$ cat src/pkg/tpr_regs.svh
// register offsets, field positions, reset values and timing counts of the transcoder path router
`ifndef TPR_REGS_SVH
`define TPR_REGS_SVH

`define TPR_OFS_IN_CFG     8'hB0
`define TPR_OFS_IN_GAIN    8'hB1
`define TPR_OFS_OUT_CFG    8'hB3
`define TPR_OFS_LINE_GAIN  8'hB4
`define TPR_OFS_MON_GAIN   8'hB5
`define TPR_OFS_SPK_GAIN   8'hB6
`define TPR_OFS_CTRL       8'hC0

// input_route_config fields
`define TPR_IN_SRC_LSB     0
`define TPR_IN_ADC_SEL_BIT 2
`define TPR_IN_PDN_LSB     3
// output_route_config fields
`define TPR_OUT_DAC0_LSB   0
`define TPR_OUT_DAC1_LSB   4
`define TPR_OUT_PDN_LSB    8
// path control fields
`define TPR_CTRL_DUPLEX    0
`define TPR_CTRL_OP_LSB    1
`define TPR_CTRL_PORT_LSB  3
`define TPR_CTRL_LAW_BIT   6
`define TPR_CTRL_HOLD_BIT  7

`define TPR_IN_CFG_RST     16'h0018
`define TPR_OUT_CFG_RST    16'h0F00
`define TPR_CTRL_RST       16'h0088
`define TPR_GAIN_RST       16'h0000

// host side register map
`define TPR_H_TARGET       8'h00
`define TPR_H_WDATA        8'h01
`define TPR_H_AUDIO        8'h02
`define TPR_H_STATUS       8'h03
`define TPR_H_BOOTSEL      8'h04
`define TPR_H_BOOTSEL_RST  2'h3

`define TPR_CLK_NS         4
`define TPR_SPI_HALF_NS    8
`define TPR_SPI_HALF_CYC   ((`TPR_SPI_HALF_NS + `TPR_CLK_NS - 1) / `TPR_CLK_NS)
`define TPR_FI_WORDS       64

`endif

$ cat src/pkg/tpr_pkg.sv
// types used by the device end of the transcoder path router and by the bench
`default_nettype none
package tpr_pkg;
  typedef enum logic [1:0] {
    TPR_OP_ENC   = 2'h0,
    TPR_OP_DEC   = 2'h1,
    TPR_OP_TRANS = 2'h2
  } tpr_op_e;

  typedef enum logic [1:0] {
    TPR_SRC_HOST = 2'h0,
    TPR_SRC_PCM  = 2'h1,
    TPR_SRC_ANA  = 2'h2
  } tpr_src_e;

  typedef enum logic [1:0] {
    TPR_ST_STRAP    = 2'h0,
    TPR_ST_LOADHOST = 2'h1,
    TPR_ST_LOADMEM  = 2'h2,
    TPR_ST_RUN      = 2'h3
  } tpr_state_e;
endpackage
`default_nettype wire

$ cat src/pkg/tpr_link_if.sv
// link between the host controller end and the transcoder device end
`default_nettype none
interface tpr_link_if;
  logic        cfg_wr;
  logic [7:0]  cfg_addr;
  logic [15:0] cfg_data;
  logic        word_valid;
  logic [15:0] word_data;
  logic        word_ready;
  logic        boot_sel_high;
  logic        boot_sel_low;
  logic        dev_running;
  logic        cfg_err;

  modport dev  (input  cfg_wr, cfg_addr, cfg_data, word_valid, word_data, boot_sel_high, boot_sel_low,
                output word_ready, dev_running, cfg_err);
  modport host (output cfg_wr, cfg_addr, cfg_data, word_valid, word_data, boot_sel_high, boot_sel_low,
                input  word_ready, dev_running, cfg_err);
endinterface
`default_nettype wire

$ cat src/logic/tpr_device.sv
// transcoder device end: word fifo, boot pin sharing, routing and mode control
//
// Added by the designer: the address-and-strobe port.
`include "tpr_regs.svh"
`default_nettype none

// ----------------------------------------
// word fifo
// ----------------------------------------
module tpr_fifo #(
  parameter int WIDTH = 16,
  parameter int DEPTH = 16
) (
  input  wire logic             clock_in,
  input  wire logic             rstn_in,
  // fill side
  input  wire logic             in_valid_in,
  input  wire logic [WIDTH-1:0] in_data_in,
  output logic                  in_ready_out,
  // drain side
  output logic                  out_valid_out,
  output logic [WIDTH-1:0]      out_data_out,
  input  wire logic             out_ready_in
);
  localparam int AW = $clog2(DEPTH);
  logic [WIDTH-1:0] mem_r [DEPTH];
  logic [AW-1:0]    wr_ptr_r;
  logic [AW-1:0]    rd_ptr_r;
  logic [AW:0]      count_r;
  wire              push = in_valid_in && in_ready_out;
  wire              pop  = out_valid_out && out_ready_in;

  assign in_ready_out  = (count_r != (AW+1)'(DEPTH));
  assign out_valid_out = (count_r != '0);
  assign out_data_out  = mem_r[rd_ptr_r];

  always_ff @(posedge clock_in)
  begin
    if (push)
    begin
      mem_r[wr_ptr_r] <= in_data_in;
    end
  end

  always_ff @(posedge clock_in or negedge rstn_in)
  begin
    if (!rstn_in)
    begin
      wr_ptr_r <= '0;
      rd_ptr_r <= '0;
      count_r  <= '0;
    end
    else
    begin
      if (push)
      begin
        wr_ptr_r <= (wr_ptr_r == AW'(DEPTH-1)) ? '0 : wr_ptr_r + 1'b1;
      end
      if (pop)
      begin
        rd_ptr_r <= (rd_ptr_r == AW'(DEPTH-1)) ? '0 : rd_ptr_r + 1'b1;
      end
      count_r <= count_r + (AW+1)'(push) - (AW+1)'(pop);
    end
  end
endmodule

// ----------------------------------------
// device end
// ----------------------------------------
module tpr_device #(
  parameter int FI_WORDS = `TPR_FI_WORDS
) (
  input  wire logic        clock_in,
  input  wire logic        rstn_in,
  // link to host
  tpr_link_if.dev          link,
  // shared serial memory / pcm pins
  output logic             mem_sclk_out,
  output logic             mem_mosi_out,
  output logic             mem_ss_n_out,
  input  wire logic        mem_miso_in,
  // gpio pins
  input  wire logic [2:0]  gpio_in,
  output logic [2:0]       gpio_out,
  output logic [2:0]       gpio_oe_out,
  output logic             bus_hold_en_out,
  output logic [2:0]       bus_hold_level_out,
  // analogue routing
  output logic [3:0]       dac0_route_out,
  output logic [3:0]       dac1_route_out,
  output logic [3:0]       out_pdn_out,
  output logic             adc_sel_out,
  output logic [1:0]       in_pdn_out,
  // transcoder path
  output logic [2:0]       src_sel_out,
  output logic [2:0]       dst_sel_out,
  output tpr_pkg::tpr_op_e ch1_op_out,
  output tpr_pkg::tpr_op_e ch2_op_out,
  output logic             in_filter_en_out,
  output logic             out_filter_en_out,
  output logic             law_sel_out,
  // audio words toward the codec engine
  output logic             audio_valid_out,
  output logic [15:0]      audio_data_out,
  input  wire logic        audio_ready_in
);
  tpr_pkg::tpr_state_e state_r;
  tpr_pkg::tpr_state_e state_nxt;
  logic [15:0] in_cfg_r, out_cfg_r, ctrl_r;
  logic [15:0] gain_r [4];
  logic [15:0] fi_cnt_r;
  logic [15:0] shift_r;
  logic [3:0]  bit_cnt_r;
  logic [1:0]  div_r;
  logic        miso_m_r, miso_r;
  logic [2:0]  gpio_m_r, gpio_s_r;
  logic        fifo_valid;
  logic [15:0] fifo_data;
  logic        fifo_ready;
  logic        pcm_take;

  // one-hot decoding of a two-bit selector, used for the source mask
  function automatic logic [2:0] tpr_onehot(input logic [1:0] sel);
    tpr_onehot = (sel == 2'h0) ? 3'h1 : (sel == 2'h1) ? 3'h2 : (sel == 2'h2) ? 3'h4 : 3'h0;
  endfunction

  // ----------------------------------------
  // input synchronisers
  // ----------------------------------------
  always_ff @(posedge clock_in or negedge rstn_in)
  begin
    if (!rstn_in)
    begin
      miso_m_r <= 1'b0;
      miso_r   <= 1'b0;
      gpio_m_r <= 3'h0;
      gpio_s_r <= 3'h0;
    end
    else
    begin
      miso_m_r <= mem_miso_in;
      miso_r   <= miso_m_r;
      gpio_m_r <= gpio_in;
      gpio_s_r <= gpio_m_r;
    end
  end

  // ----------------------------------------
  // boot sequencing
  // ----------------------------------------
  wire spi_tick  = (div_r == 2'(`TPR_SPI_HALF_CYC - 1));
  wire running   = (state_r == tpr_pkg::TPR_ST_RUN);
  wire mem_boot  = !link.boot_sel_high && link.boot_sel_low;
  wire fi_done   = (fi_cnt_r == 16'(FI_WORDS - 1));
  wire host_take = (state_r == tpr_pkg::TPR_ST_LOADHOST) && fifo_valid;
  // a word is complete on the rising edge that catches its sixteenth bit
  wire mem_word  = (state_r == tpr_pkg::TPR_ST_LOADMEM) && spi_tick && !mem_sclk_out && (bit_cnt_r == 4'hF);

  always_comb
  begin
    state_nxt = state_r;
    case (state_r)
      tpr_pkg::TPR_ST_STRAP:    state_nxt = mem_boot ? tpr_pkg::TPR_ST_LOADMEM : tpr_pkg::TPR_ST_LOADHOST;
      tpr_pkg::TPR_ST_LOADHOST: state_nxt = (host_take && fi_done) ? tpr_pkg::TPR_ST_RUN : state_r;
      tpr_pkg::TPR_ST_LOADMEM:  state_nxt = (mem_word && fi_done) ? tpr_pkg::TPR_ST_RUN : state_r;
      tpr_pkg::TPR_ST_RUN:      state_nxt = state_r;
      default:                  state_nxt = tpr_pkg::TPR_ST_STRAP;
    endcase
  end

  always_ff @(posedge clock_in or negedge rstn_in)
  begin
    if (!rstn_in)
    begin
      state_r   <= tpr_pkg::TPR_ST_STRAP;
      fi_cnt_r  <= 16'h0000;
      div_r     <= 2'h0;
      bit_cnt_r <= 4'h0;
      shift_r   <= 16'h0000;
    end
    else
    begin
      state_r  <= state_nxt;
      div_r    <= spi_tick ? 2'h0 : div_r + 2'h1;
      if (host_take || mem_word)
      begin
        fi_cnt_r <= fi_cnt_r + 16'h0001;
      end
      // memory bits are caught on the rising sclk edge, msb of each word first
      if (state_r == tpr_pkg::TPR_ST_LOADMEM && spi_tick && !mem_sclk_out)
      begin
        shift_r   <= {shift_r[14:0], miso_r};
        bit_cnt_r <= bit_cnt_r + 4'h1;
      end
      else if (running && spi_tick && mem_sclk_out)
      begin
        // pcm out: reload a drained word at each word boundary, else shift
        shift_r   <= (bit_cnt_r == 4'hF && pcm_take) ? fifo_data : {shift_r[14:0], 1'b0};
        bit_cnt_r <= bit_cnt_r + 4'h1;
      end
    end
  end

  // ----------------------------------------
  // configuration registers
  // ----------------------------------------
  wire wr_ok = running && link.cfg_wr;

  always_ff @(posedge clock_in or negedge rstn_in)
  begin
    if (!rstn_in)
    begin
      in_cfg_r  <= `TPR_IN_CFG_RST;
      out_cfg_r <= `TPR_OUT_CFG_RST;
      ctrl_r    <= `TPR_CTRL_RST;
      for (int i = 0; i < 4; i++)
      begin
        gain_r[i] <= `TPR_GAIN_RST;
      end
    end
    else if (wr_ok)
    begin
      case (link.cfg_addr)
        `TPR_OFS_IN_CFG:    in_cfg_r  <= link.cfg_data;
        `TPR_OFS_IN_GAIN:   gain_r[0] <= link.cfg_data;
        `TPR_OFS_OUT_CFG:   out_cfg_r <= link.cfg_data;
        `TPR_OFS_LINE_GAIN: gain_r[1] <= link.cfg_data;
        `TPR_OFS_MON_GAIN:  gain_r[2] <= link.cfg_data;
        `TPR_OFS_SPK_GAIN:  gain_r[3] <= link.cfg_data;
        `TPR_OFS_CTRL:      ctrl_r    <= link.cfg_data;
        default:            ctrl_r    <= ctrl_r;
      endcase
    end
  end

  // ----------------------------------------
  // path decoding
  // ----------------------------------------
  wire              duplex   = ctrl_r[`TPR_CTRL_DUPLEX];
  wire [1:0]        op_raw   = ctrl_r[`TPR_CTRL_OP_LSB +: 2];
  wire [2:0]        port_req = ctrl_r[`TPR_CTRL_PORT_LSB +: 3];
  wire [2:0]        src_oh   = tpr_onehot(in_cfg_r[`TPR_IN_SRC_LSB +: 2]);
  // duplex keeps only the lowest requested port, since one stream cannot fan out there
  wire [2:0]        dup_port = port_req & (~port_req + 3'h1);
  wire [2:0]        dst_oh   = duplex ? dup_port : port_req;
  wire              port_err = duplex && (port_req != dup_port || port_req == 3'h0);
  wire              src_err  = (src_oh == 3'h0);
  tpr_pkg::tpr_op_e op1;
  tpr_pkg::tpr_op_e op2;
  assign op1 = (op_raw == 2'h3) ? tpr_pkg::TPR_OP_TRANS : tpr_pkg::tpr_op_e'(op_raw);
  assign op2 = (op1 == tpr_pkg::TPR_OP_ENC) ? tpr_pkg::TPR_OP_DEC :
               (op1 == tpr_pkg::TPR_OP_DEC) ? tpr_pkg::TPR_OP_ENC : tpr_pkg::TPR_OP_TRANS;
  wire enc_path = (op1 != tpr_pkg::TPR_OP_DEC);
  wire dec_path = (op1 != tpr_pkg::TPR_OP_ENC) || duplex;
  assign pcm_take = dst_oh[1] && fifo_valid;
  wire [2:0] hold_nxt = gpio_s_r;

  always_ff @(posedge clock_in or negedge rstn_in)
  begin
    if (!rstn_in)
    begin
      dac0_route_out     <= 4'h0;
      dac1_route_out     <= 4'h0;
      out_pdn_out        <= 4'hF;
      adc_sel_out        <= 1'b0;
      in_pdn_out         <= 2'h3;
      src_sel_out        <= 3'h0;
      dst_sel_out        <= 3'h0;
      ch1_op_out         <= tpr_pkg::TPR_OP_ENC;
      ch2_op_out         <= tpr_pkg::TPR_OP_DEC;
      in_filter_en_out   <= 1'b0;
      out_filter_en_out  <= 1'b0;
      law_sel_out        <= 1'b0;
      bus_hold_en_out    <= 1'b0;
      bus_hold_level_out <= 3'h0;
      link.cfg_err       <= 1'b0;
      link.dev_running   <= 1'b0;
    end
    else
    begin
      dac0_route_out     <= out_cfg_r[`TPR_OUT_DAC0_LSB +: 4];
      dac1_route_out     <= out_cfg_r[`TPR_OUT_DAC1_LSB +: 4];
      out_pdn_out        <= out_cfg_r[`TPR_OUT_PDN_LSB +: 4];
      adc_sel_out        <= in_cfg_r[`TPR_IN_ADC_SEL_BIT];
      in_pdn_out         <= in_cfg_r[`TPR_IN_PDN_LSB +: 2];
      src_sel_out        <= running ? src_oh : 3'h0;
      dst_sel_out        <= running ? dst_oh : 3'h0;
      ch1_op_out         <= op1;
      ch2_op_out         <= op2;
      in_filter_en_out   <= running && enc_path && src_oh[2];
      out_filter_en_out  <= running && dec_path && dst_oh[2];
      law_sel_out        <= ctrl_r[`TPR_CTRL_LAW_BIT];
      bus_hold_en_out    <= running && ctrl_r[`TPR_CTRL_HOLD_BIT];
      bus_hold_level_out <= hold_nxt;
      link.cfg_err       <= running && (port_err || src_err);
      link.dev_running   <= running;
    end
  end

  // ----------------------------------------
  // shared pins
  // ----------------------------------------
  always_ff @(posedge clock_in or negedge rstn_in)
  begin
    if (!rstn_in)
    begin
      mem_sclk_out <= 1'b0;
      mem_mosi_out <= 1'b0;
      mem_ss_n_out <= 1'b1;
    end
    else
    begin
      // while loading from memory the pins are an spi master, afterwards the pcm port
      if (spi_tick && (running || state_r == tpr_pkg::TPR_ST_LOADMEM))
      begin
        mem_sclk_out <= !mem_sclk_out;
      end
      mem_ss_n_out <= !(state_r == tpr_pkg::TPR_ST_LOADMEM);
      mem_mosi_out <= running ? shift_r[15] : 1'b0;
    end
  end

  assign gpio_out    = 3'h0;
  assign gpio_oe_out = 3'h0;

  // ----------------------------------------
  // word buffer
  // ----------------------------------------
  wire drain = host_take || (running && (dst_oh[1] ? (spi_tick && mem_sclk_out && bit_cnt_r == 4'hF)
                                                    : audio_ready_in));
  assign audio_valid_out = running && !dst_oh[1] && fifo_valid;
  assign audio_data_out  = fifo_data;

  tpr_fifo #(
    .WIDTH (16),
    .DEPTH (16)
  ) tpr_fifo_inst (
    .clock_in      (clock_in),
    .rstn_in       (rstn_in),
    .in_valid_in   (link.word_valid),
    .in_data_in    (link.word_data),
    .in_ready_out  (fifo_ready),
    .out_valid_out (fifo_valid),
    .out_data_out  (fifo_data),
    .out_ready_in  (drain)
  );
  assign link.word_ready = fifo_ready;
endmodule
`default_nettype wire

$ cat src/flat_wrapper.sv
// flat-port wrapper written by rule: the top's interface ports become plain ports
module tpr_device_flat 
#(
  parameter int FI_WORDS = `TPR_FI_WORDS
)
  (clock_in, rstn_in, mem_sclk_out, mem_mosi_out, mem_ss_n_out, mem_miso_in, gpio_in, gpio_out, gpio_oe_out, bus_hold_en_out, bus_hold_level_out, dac0_route_out, dac1_route_out, out_pdn_out, adc_sel_out, in_pdn_out, src_sel_out, dst_sel_out, ch1_op_out, ch2_op_out, in_filter_en_out, out_filter_en_out, law_sel_out, audio_valid_out, audio_data_out, audio_ready_in, link_cfg_wr, link_cfg_addr, link_cfg_data, link_word_valid, link_word_data, link_boot_sel_high, link_boot_sel_low, link_word_ready, link_dev_running, link_cfg_err);
  tpr_link_if link_i ();
  input  wire logic clock_in;
  input  wire logic rstn_in;
  output logic mem_sclk_out;
  output logic mem_mosi_out;
  output logic mem_ss_n_out;
  input  wire logic mem_miso_in;
  input  wire logic [2:0] gpio_in;
  output logic [2:0] gpio_out;
  output logic [2:0] gpio_oe_out;
  output logic bus_hold_en_out;
  output logic [2:0] bus_hold_level_out;
  output logic [3:0] dac0_route_out;
  output logic [3:0] dac1_route_out;
  output logic [3:0] out_pdn_out;
  output logic adc_sel_out;
  output logic [1:0] in_pdn_out;
  output logic [2:0] src_sel_out;
  output logic [2:0] dst_sel_out;
  output tpr_pkg::tpr_op_e ch1_op_out;
  output tpr_pkg::tpr_op_e ch2_op_out;
  output logic in_filter_en_out;
  output logic out_filter_en_out;
  output logic law_sel_out;
  output logic audio_valid_out;
  output logic [15:0] audio_data_out;
  input  wire logic audio_ready_in;
  input wire logic [$bits(link_i.cfg_wr)-1:0] link_cfg_wr;
  input wire logic [$bits(link_i.cfg_addr)-1:0] link_cfg_addr;
  input wire logic [$bits(link_i.cfg_data)-1:0] link_cfg_data;
  input wire logic [$bits(link_i.word_valid)-1:0] link_word_valid;
  input wire logic [$bits(link_i.word_data)-1:0] link_word_data;
  input wire logic [$bits(link_i.boot_sel_high)-1:0] link_boot_sel_high;
  input wire logic [$bits(link_i.boot_sel_low)-1:0] link_boot_sel_low;
  output wire logic [$bits(link_i.word_ready)-1:0] link_word_ready;
  output wire logic [$bits(link_i.dev_running)-1:0] link_dev_running;
  output wire logic [$bits(link_i.cfg_err)-1:0] link_cfg_err;
  assign link_i.cfg_wr = link_cfg_wr;
  assign link_i.cfg_addr = link_cfg_addr;
  assign link_i.cfg_data = link_cfg_data;
  assign link_i.word_valid = link_word_valid;
  assign link_i.word_data = link_word_data;
  assign link_i.boot_sel_high = link_boot_sel_high;
  assign link_i.boot_sel_low = link_boot_sel_low;
  assign link_word_ready = link_i.word_ready;
  assign link_dev_running = link_i.dev_running;
  assign link_cfg_err = link_i.cfg_err;
  tpr_device #(.FI_WORDS(FI_WORDS)) u_core (.clock_in(clock_in), .rstn_in(rstn_in), .link(link_i), .mem_sclk_out(mem_sclk_out), .mem_mosi_out(mem_mosi_out), .mem_ss_n_out(mem_ss_n_out), .mem_miso_in(mem_miso_in), .gpio_in(gpio_in), .gpio_out(gpio_out), .gpio_oe_out(gpio_oe_out), .bus_hold_en_out(bus_hold_en_out), .bus_hold_level_out(bus_hold_level_out), .dac0_route_out(dac0_route_out), .dac1_route_out(dac1_route_out), .out_pdn_out(out_pdn_out), .adc_sel_out(adc_sel_out), .in_pdn_out(in_pdn_out), .src_sel_out(src_sel_out), .dst_sel_out(dst_sel_out), .ch1_op_out(ch1_op_out), .ch2_op_out(ch2_op_out), .in_filter_en_out(in_filter_en_out), .out_filter_en_out(out_filter_en_out), .law_sel_out(law_sel_out), .audio_valid_out(audio_valid_out), .audio_data_out(audio_data_out), .audio_ready_in(audio_ready_in));
endmodule
$ cat config.mk
export PLATFORM = sky130hd
export DESIGN_NAME = tpr_device_flat
export DESIGN_NICKNAME = d
export VERILOG_FILES = /design/src/pkg/tpr_pkg.sv /design/src/pkg/tpr_link_if.sv /design/src/logic/tpr_device.sv /design/src/flat_wrapper.sv
export VERILOG_INCLUDE_DIRS = /design/src /design/src/pkg
export SDC_FILE = /design/constraint.sdc
export NUM_CORES = 1
export LEC_CHECK = 0
export BUFFER_PORTS_ARGS = -buffer_cell sky130_fd_sc_hd__buf_2
export CAP_MARGIN = 20
export CORE_MARGIN = 3
export CORE_UTILIZATION = 26
export DETAILED_ROUTE_END_ITERATION = 7
export GPL_ROUTABILITY_DRIVEN = 0
export MAX_ROUTING_LAYER = met4
export PLACE_DENSITY = 0.46
export SYNTH_ARGS = -nofsm -noshare
export SYNTH_HDL_FRONTEND = slang
export SYNTH_HIERARCHICAL = 1
export SYNTH_SLANG_ARGS = --single-unit
export TNS_END_PERCENT = 5
$ cat constraint.sdc
create_clock -name clock_in -period 3.3 [get_ports clock_in]
set_clock_uncertainty 0.05 [all_clocks]
set_input_delay 0.33 -clock clock_in [delete_from_list [all_inputs] [get_ports clock_in]]
set_output_delay 0.33 -clock clock_in [all_outputs]
set_load 0.01 [all_outputs]
=== After elaboration in Yosys (flattened, before gate mapping) ===
Memories as Yosys holds them, arrays and structs flattened.
Cells that the tools add are included.

* Add/subtract/negate cells: 8
* Eq/ne operators: 20
* Multiplexer cells: 25
* Bitwise gates (word level): 3
* Reductions and logical operators: 49

{| class="wikitable"
|+ Operators by type and width
! kind !! count
|-
| 2-to-1 mux 16 bit || 3
|-
| logical AND 1 bit || 27
|-
| equality test 8 bit (second input constant) || 3
|-
| 2-to-1 mux 3 bit || 6
|-
| adder 16 x 1 -> 16 bit (second input constant) || 1
|-
| equality test 16 x 6 -> 1 bit (second input constant) || 1
|-
| 2-to-1 mux 4 bit || 4
|-
| 2-to-1 mux 2 bit || 7
|-
| adder 4 x 1 -> 4 bit (second input constant) || 3
|-
| equality test 4 bit (second input constant) || 3
|-
| equality test 2 x 1 -> 1 bit (second input constant) || 4
|-
| equality test 2 bit (second input constant) || 4
|-
| zero test 2 bit || 3
|-
| zero test 3 bit || 2
|-
| logical OR 1 bit || 6
|-
| one-hot mux 2 bit (3 select lines) || 1
|-
| AND reduction 2 bit || 3
|-
| adder 5 x 1 -> 5 bit || 1
|-
| inequality test 5 bit (second input constant) || 1
|-
| nonzero test 5 bit || 1
|-
| subtractor 5 x 1 -> 5 bit || 1
|-
| zero test 1 bit || 4
|-
| 2-to-1 mux 1 bit || 4
|-
| inequality test 2 x 1 -> 1 bit (second input constant) || 2
|-
| other kinds (9) || 10
|}

* Flip-flop bits (word level): 123
* Bits in writable memories: 256
* Bits of input ports: 51
* Output and inout bits: 61
* Word-level logic and storage cells: 140
* Memories: 1

{| class="wikitable"
|+ Memory list
! memory !! depth !! bits a word !! rd ports !! clocked after Yosys merged registers in !! write ports !! RTL line !! RTL
|-
| u_core.tpr_fifo_inst.mem_r || 16 || 16 || 1 || 0 || 1 || tpr_device.sv:26 || <nowiki>logic [WIDTH-1:0] mem_r [DEPTH];</nowiki>
|}

=== Depth between registers and ports, before layout ===
Gate-level depths: netlist (run 1).

* Depth after elaboration: 9
* Gate-level depth with buffers: 17
* Gate-level depth less buffers: 17

=== Cells and area by module ===
The synthesis (run 1) kept the hierarchy.

{| class="wikitable"
|+ Modules (own cells, without submodules)
! module !! times used !! cells an instance !! area each (um^2) !! seq. area each (um^2)
|-
| tpr_fifo || 1 || 554 || 10,884.2 || 8,012.7
|-
| tpr_device || 1 || 320 || 4,234.1 || 2,747.6
|}

=== Least setup slack after synthesis (run 1) ===
Ideal clock, no wire load.

* Path type: reg-to-reg
* Start point: register u_core.tpr_fifo_inst.count_r[3]
* End point: register u_core.tpr_fifo_inst.count_r[4]
* Library setup time: 80 ps
* Data arrival time: 2,851 ps
* Data required time: 3,170 ps
* Path slack: 319 ps
* Cell stages (with the launch flop): 18
* Buffers on the path: 0
* Clock period less this slack: 2,981 ps
* Cell sequence: dfrtp_1 inv_1 ha_1 or4b_4 nand2_1 o21ai_0 a21o_1 nand2_4 inv_4 ha_1 inv_1 ha_1 inv_1 fa_1 inv_1 a21oi_1 o21bai_1 xnor2_1

* Longest elaborated chain between the ends: 5
* Elaborated cells between the ends (all ways): 8
* Classes of those cells: 2 x add/sub; 1 x eq/ne; 5 x reduce/logical

{| class="wikitable"
|+ RTL lines
! item !! RTL line !! RTL
|-
| start: declaration || tpr_device.sv:29 || <nowiki>logic [AW:0] count_r;</nowiki>
|-
| start signal: assignment || tpr_device.sv:63 || <nowiki>count_r <= count_r + (AW+1)'(push) - (AW+1)'(pop);</nowiki>
|-
| nonzero test 5 bit || tpr_device.sv:34 || <nowiki>assign out_valid_out = (count_r != '0);</nowiki>
|-
| net u_core.fifo_valid || tpr_device.sv:118 || <nowiki>logic fifo_valid;</nowiki>
|-
| logical AND 1 bit || tpr_device.sv:156 || <nowiki>wire host_take = (state_r == tpr_pkg::TPR_ST_LOADHOST) && fifo_valid;</nowiki>
|-
| logical OR 1 bit || tpr_device.sv:330 || <nowiki>wire drain = host_take || (running && (dst_oh[1] ? (spi_tick && mem_sclk_out && bit_cnt_r == 4'hF)</nowiki>
|-
| net u_core.drain || tpr_device.sv:330 ||
|-
| logical AND 1 bit || tpr_device.sv:31 || <nowiki>wire pop = out_valid_out && out_ready_in;</nowiki>
|-
| net u_core.tpr_fifo_inst.pop || tpr_device.sv:31 ||
|-
| subtractor 5 x 1 -> 5 bit || tpr_device.sv:63 ||
|}

The timed path passes the listed nets, and every way through them passes these cells.
A chain may end at the register's enable or synchronous reset.

=== Worst setup path in the final report (run 1) ===
Same ends and word-level chain as after synthesis.

==> metrics.txt, run 1 <==
Post-synth ARST share=between 30% and 40%; R2R Path Start=u_core/tpr_fifo_inst/count_r[3]; DR WL/cell=approximately 20 um; Worst VDD drop=0.333 mV; Inserted Clock Buffers=44; die width=roughly 250 um; Power Density=841 nW/um^2; Worst EP required=roughly 3.7 ns; Crit. End Element=flip-flop; leading area contributor after synthesis=edfxtp_1; overall routed net length=between 30 and 40 mm; worst-skew pair later-pin latency=0.57 ns; Die Height=roughly 250 um; YS warnings=6; Synth top cells by count=edfxtp_1, dfrtp_1, mux2i_1; CTS max path bufs=3; Placeable Area=about 57000 um^2; CTS Sinks=between 300 and 400; Final min period=about 3.1 ns; Worst Hold Launch=link_boot_sel_high; Mapped Area=roughly 15000 um^2; vias in the first global route=8375; share of the synthesized area in the top cell type=between 50 and 60%; gate count after technology mapping=roughly 900; H-tree Lvls=2; Post-synth EDFFs=256; final antenna-violating net count=0; Crit path arrival time=between 3 and 4 ns; final worst path period share=approximately 94%; Starting Density=26.6%; pin count of the biggest net entering global routing=67; Overflow after GRT=0; Starting DRT DRC Count=approximately 420; first-pass GRT wire length=55.5 mm; Mean Syn Cell Area=approximately 17 um^2; Die ar.=just over 60000 um^2; nets@finish=1113; post-synthesis sequential area ratio=71.2%; Max Transition Viols Final=0; layout cell share with drive strength beyond 1=a little under a third; Peak Freq=322 MHz; placed cell areas=between 15000 and 20000 um^2; Layout Utilization=between 30 and 40%; most common cell in the synthesized netlist=edfxtp_1; Vias/cell=4.40; Worst slew margin=a little under three fifths; Primary FF master, synth=edfxtp_1; worst slew pin tran=0.668 ns; max cap viols=0; synthesis-to-finish area growth=21.5%; CTS tree=done; final-layout fill cell count=around 5500; clock root cell=clkbuf_16; Reg-to-Reg End=u_core/tpr_fifo_inst/count_r[4]; site row count=87; clock slew seen by the registers of the worst setup and hold paths=0.06 ns; vias after detailed routing=about 8000; LEAKAGE=roughly 7.1 nW; Setup-failing EPs final=0; Hold Violations, Final=0; Hold Path Stages=3; worst-case reg-to-reg path depth=17; Setup Crit Path Kind=reg2reg; CP max FO=5; Netlist cell types=just under 60; Total Routing Usage GR=roughly 13%; antenna violations before repair=3; Finished Cell Area=roughly 18000 um^2; IO Count=about 110; crit start category=flip-flop; TritonRoute pass-1 iters=4; class of the worst hold path=in2reg; port buffer count=between 100 and 150; #FFs+latches synth=378; post-DP HPWL=approximately 23 mm; R2R Setup Slk=roughly 0.19 ns; run status=completed; Synth area leaders=edfxtp_1, dfrtp_1, mux2i_1; hold path endpoint=u_core/state_r[0]; # DRC=0
==> how the worst max path moves through the flow <==
stage / from / to / slack (ns) / depth (start not counted)
after floorplan: u_core/tpr_fifo_inst/count_r[3] / u_core/tpr_fifo_inst/count_r[4] / 0.32 / 17
after global placement: u_core/tpr_fifo_inst/count_r[3] / u_core/tpr_fifo_inst/count_r[4] / 0.13 / 17
after detailed placement: u_core/tpr_fifo_inst/count_r[3] / u_core/tpr_fifo_inst/count_r[4] / 0.13 / 17
after CTS: u_core/tpr_fifo_inst/count_r[3] / u_core/tpr_fifo_inst/count_r[4] / 0.10 / 17
after global routing: u_core/tpr_fifo_inst/count_r[2] / u_core/tpr_fifo_inst/count_r[4] / -0.005 / 17
final: u_core/tpr_fifo_inst/count_r[3] / u_core/tpr_fifo_inst/count_r[4] / 0.19 / 17
==> report_power, final <==
group	switching, mW	total, mW	leakage (nW)	internal (mW)
clock network	1.97	4.70	0.671	2.74
logic	2.81	4.78	2.60	1.97
registers	0.349	5.98	3.86	5.63
==> layer usage <==
layer	global-route usage, %	share of wire, %
met1	17.1	47
met2	19.3	46
met4	3.11	1.8
met3	2.69	4.8
met5	-	0
==> per-stage QoR <==
stage | total power, mW | setup TNS, ns | std cells | hold WS [ns] | setup slack (ns)
finish | 15.5 | 0 | 1841 | 0.0612 | 0.194
global route | 16.4 | -0.00522 | 1840 | 0.0411 | -0.00522
CTS | 15.7 | 0 | 1834 | 0.0116 | 0.102
detailed placement | 10.8 | 0 | 1734 | 0.285 | 0.131
global placement | 10.8 | 0 | 1734 | 0.283 | 0.127
floorplan | 9.08 | 0 | 879 | -0.0156 | 0.319
==> cell families after synthesis <==
group                    after synthesis  share of synthesized area, %
flip-flops                           378                          71.2
multiplexers                         141                          12.2
AND/OR/NAND/NOR                      136                          4.95
AO/OA/AOI/OAI                        107                          6.09
buffers and inverters                 68                          2.55
XOR/XNOR                              26                          1.51
adder cells (fa/ha/maj)               17                          1.46
other                                  1                        0.0248
==> timing repair <==
action	4_1_cts	5_1_grt
setup buffers	1	3
hold buffers	17	0
endpoints found under the hold margin	84	0
endpoints found under the setup margin	1	3
pin swaps	0	5
gates resized for setup	0	8
==> layout make-up <==
cell class	instances	area (um^2)	area share (%)
clock inverter	25	238	1.29
antenna	4	10.0	0.0545
timing repair buffer	167	1150	6.27
inverter	21	81.3	0.443
sequential	378	10800	58.6
tap	756	946	5.15
clock buffer	57	1160	6.31
multi-input combinational	433	4020	21.9
==> cell usage in the layout, fill, tap and decap left out, drive strengths merged, types with 29 or more instances in the layout <==
master	count
a221oi	32
dfrtp	106
o21ai	43
nand2	47
mux2i	80
buf	150
mux2	29
mux4	32
edfxtp	256
clkbuf	57
==> sequential cells by signal (all words and copies together), names as in the netlist, 3 cells and up <==
register / count
u_core/tpr_fifo_inst/mem_r: 256
u_core/bit_cnt_r: 4
u_core/in_cfg_r: 5
u_core/tpr_fifo_inst/rd_ptr_r: 4
u_core/gpio_s_r: 3
u_core/gpio_m_r: 3
u_core/tpr_fifo_inst/count_r: 5
u_core/dst_sel_out: 3
u_core/shift_r: 16
u_core/out_pdn_out: 4
u_core/bus_hold_level_out: 3
u_core/dac1_route_out: 4
u_core/ctrl_r: 8
u_core/tpr_fifo_inst/wr_ptr_r: 4
u_core/out_cfg_r: 12
u_core/dac0_route_out: 4
u_core/fi_cnt_r: 16
u_core/src_sel_out: 3
==> worst max-delay path, cell delays in order (launching register included) <==
cell	delay (ns)
dfrtp_1	0.40
inv_2	0.06
ha_2	0.16
or4b_4	0.50
nand2_2	0.11
o21ai_1	0.07
a21o_1	0.20
nand2_4	0.09
inv_4	0.05
ha_1	0.26
inv_1	0.06
ha_1	0.15
inv_1	0.06
fa_2	0.39
inv_1	0.06
a21oi_1	0.06
o21bai_1	0.17
xnor2_1	0.13
Power figures use the tool's default switching activity.
==> inputs of run 2 (changes only) <==
- CELL_PAD_IN_SITES_DETAIL_PLACEMENT: not set -> 1
- CELL_PAD_IN_SITES_GLOBAL_PLACEMENT: not set -> 1
- PLACE_DENSITY: 0.46 -> 0.51
==> run 2 against run 1 <==
  * Highest routed layer unchanged
  * Non-clock buffer count shrank 12
  * Worst hold slack lost 0.033 ns
  * Sequential share of layout area grew 0.17 points
  * First-iteration DRC count shrank 23%
  * Register-to-register slack gained 0.02 ns
  * Die area is the same
==> metrics.txt, run 2 (synthesized netlist as in run 1, its figures left out) <==
Worst Hold Launch=link_boot_sel_high (unchanged); most common cell after layout, fill and taps aside=edfxtp_1 (unchanged); largest register by flop count=u_core/tpr_fifo_inst/mem_r (unchanged); CTS max path bufs=3 (unchanged); Max Transition Viols Final=0 (unchanged); max cap viols=0 (unchanged); R2R Path Start=u_core/tpr_fifo_inst/count_r[3] (unchanged); TritonRoute pass-1 iters=4 (unchanged); worst-case reg-to-reg path depth=17 (unchanged); vias after detailed routing=8158 (was 8108); post-DP HPWL=22.8 mm (was 23.0 mm); CP max FO=40 (was 5); max FFs per register=256 (unchanged); die width=247 um (unchanged); Die ar.=61100 um^2 (unchanged); most frequent cells in the layout=edfxtp_1, dfrtp_1, buf_2 (unchanged); IO Count=112 (unchanged); clock slew seen by the registers of the worst setup and hold paths=0.06 ns (about the same); Worst VDD drop=0.379 mV (was 0.333 mV); first-pass GRT wire length=56.5 mm (was 55.5 mm); Starting Density=26.6% (unchanged); Overflow after GRT=0 (unchanged); DR WL/cell=20.4 um (was 19.9 um); dpl ws=0.0543 ns (was 0.131 ns); Setup-failing EPs final=0 (unchanged); Worst slew margin=51.0% (was 55.5%); port buffer count=101 (unchanged); antenna violations before repair=5 (was 3); Setup TNS=0 ns (unchanged); Inserted Clock Buffers=44 (unchanged); Reg-to-Reg End=u_core/tpr_fifo_inst/count_r[4] (unchanged); Layout Utilization=32.2% (was 32.3%); H-tree Lvls=2 (unchanged); Hold Violations, Final=0 (unchanged); clock root cell=clkbuf_16 (unchanged); Worst EP required=2.92 ns (was 3.73 ns); layout cell share with drive strength beyond 1=30.6% (was 31.3%); Crit. End Element=output pin (was flip-flop); Setup Crit Path Kind=reg2out (was reg2reg); Placeable Area=56900 um^2 (unchanged); Crit path arrival time=2.77 ns (was 3.54 ns); Final min period=3.15 ns (was 3.11 ns); overall routed net length=37.3 mm (was 36.7 mm); RSZ-0062 raised after global routing=no; Largest regs=u_core/tpr_fifo_inst/mem_r (256), u_core/fi_cnt_r (16), u_core/shift_r (16) (unchanged); Total Routing Usage GR=12.7% (was 12.6%); # DRC=0 (unchanged); nets@finish=1101 (was 1113); hold path endpoint=u_core/state_r[0] (unchanged); Starting DRT DRC Count=319 (was 415); crit start category=flip-flop (unchanged); R2R Setup Slk=0.21 ns (was 0.19 ns); Power Density=852 nW/um^2 (was 841 nW/um^2); synthesis-to-finish area growth=21.2% (was 21.5%); CTS tree=done (unchanged); Final WS setup=0.150 ns (was 0.194 ns); site row count=87 (unchanged); final antenna-violating net count=0 (unchanged); Die Height=247 um (unchanged); pin count of the biggest net entering global routing=72 (was 67); Hold Path Stages=3 (unchanged); LEAKAGE=7.09 nW (was 7.13 nW); CTS Sinks=378 (unchanged); final worst path period share=95.4% (was 94.1%); worst slew pin tran=0.735 ns (was 0.668 ns); class of the worst hold path=in2reg (unchanged); run status=completed (unchanged); Vias/cell=4.46 (was 4.40); hold slack=0.0282 ns (was 0.0612 ns); vias in the first global route=8922 (was 8375); Peak Freq=318 MHz (was 322 MHz); worst-skew pair later-pin latency=0.58 ns (was 0.57 ns)
-- run 2: per-layer routing --
metal	global-route usage, %	share of wire [%]	up-vias
li1	-	-	3690
met1	16.4	45	4277
met2	20.5	48	130
met3	2.47	4.8	61
met4	3.44	2.0	0
met5	-	0	-
-- run 2: worst max-delay path, cell delays in order, from the launching register on --
cell and delay [ns]:
dfrtp_4 0.60, buf_12 0.33, mux4_2 0.56, a22oi_1 0.20, nand2_1 0.24, buf_2 0.23
-- run 2: power by group --
part           switching [mW]  total [mW]  internal, mW
Sequential              0.364        5.99          5.63
Combinational            2.84        4.73          1.89
Clock                    1.98        4.88          2.90
-- run 2: cell type report --
type / count / area (um^2)
Clock buffer: 59 / 1210
Timing Repair Buffer: 155 / 1030
Antenna cell: 5 / 12.5
Tap cell: 756 / 946
Sequential cell: 378 / 10800
Fill cell: 5894 / 38600
Inverter: 21 / 81.3
Multi-Input combinational cell: 433 / 4030
Clock inverter: 21 / 241
-- run 2: timing repair --
| item | CTS | global route |
|---|---|---|
| setup buffers | 0 | 2 |
| hold buffers | 17 | 0 |
| endpoints found under the setup margin | 0 | 2 |
| gates resized for setup | 0 | 6 |
| endpoints found under the hold margin | 98 | 0 |
-- run 2: worst max-delay path by stage --
stage | start | endpoint | slack [ns]
after global routing | u_core/tpr_fifo_inst/count_r[3] | u_core/tpr_fifo_inst/count_r[4] | 0.002
after global placement | u_core/tpr_fifo_inst/count_r[3] | u_core/tpr_fifo_inst/count_r[4] | 0.09
after floorplan | u_core/tpr_fifo_inst/count_r[3] | u_core/tpr_fifo_inst/count_r[4] | 0.32
after CTS | u_core/tpr_fifo_inst/count_r[3] | u_core/tpr_fifo_inst/count_r[4] | 0.04
final | u_core/tpr_fifo_inst/rd_ptr_r[0] | audio_data_out[15] | 0.15
after detailed placement | u_core/tpr_fifo_inst/count_r[3] | u_core/tpr_fifo_inst/count_r[4] | 0.05
-- run 2: through the flow --
step	instances	cell area (um^2)	total power [mW]
finish	1828	18300	15.6
global route	1827	18300	16.5
CTS	1821	18300	15.9
detailed placement	1724	16700	10.9
global placement	1724	16700	10.8
floorplan	879	15100	9.08
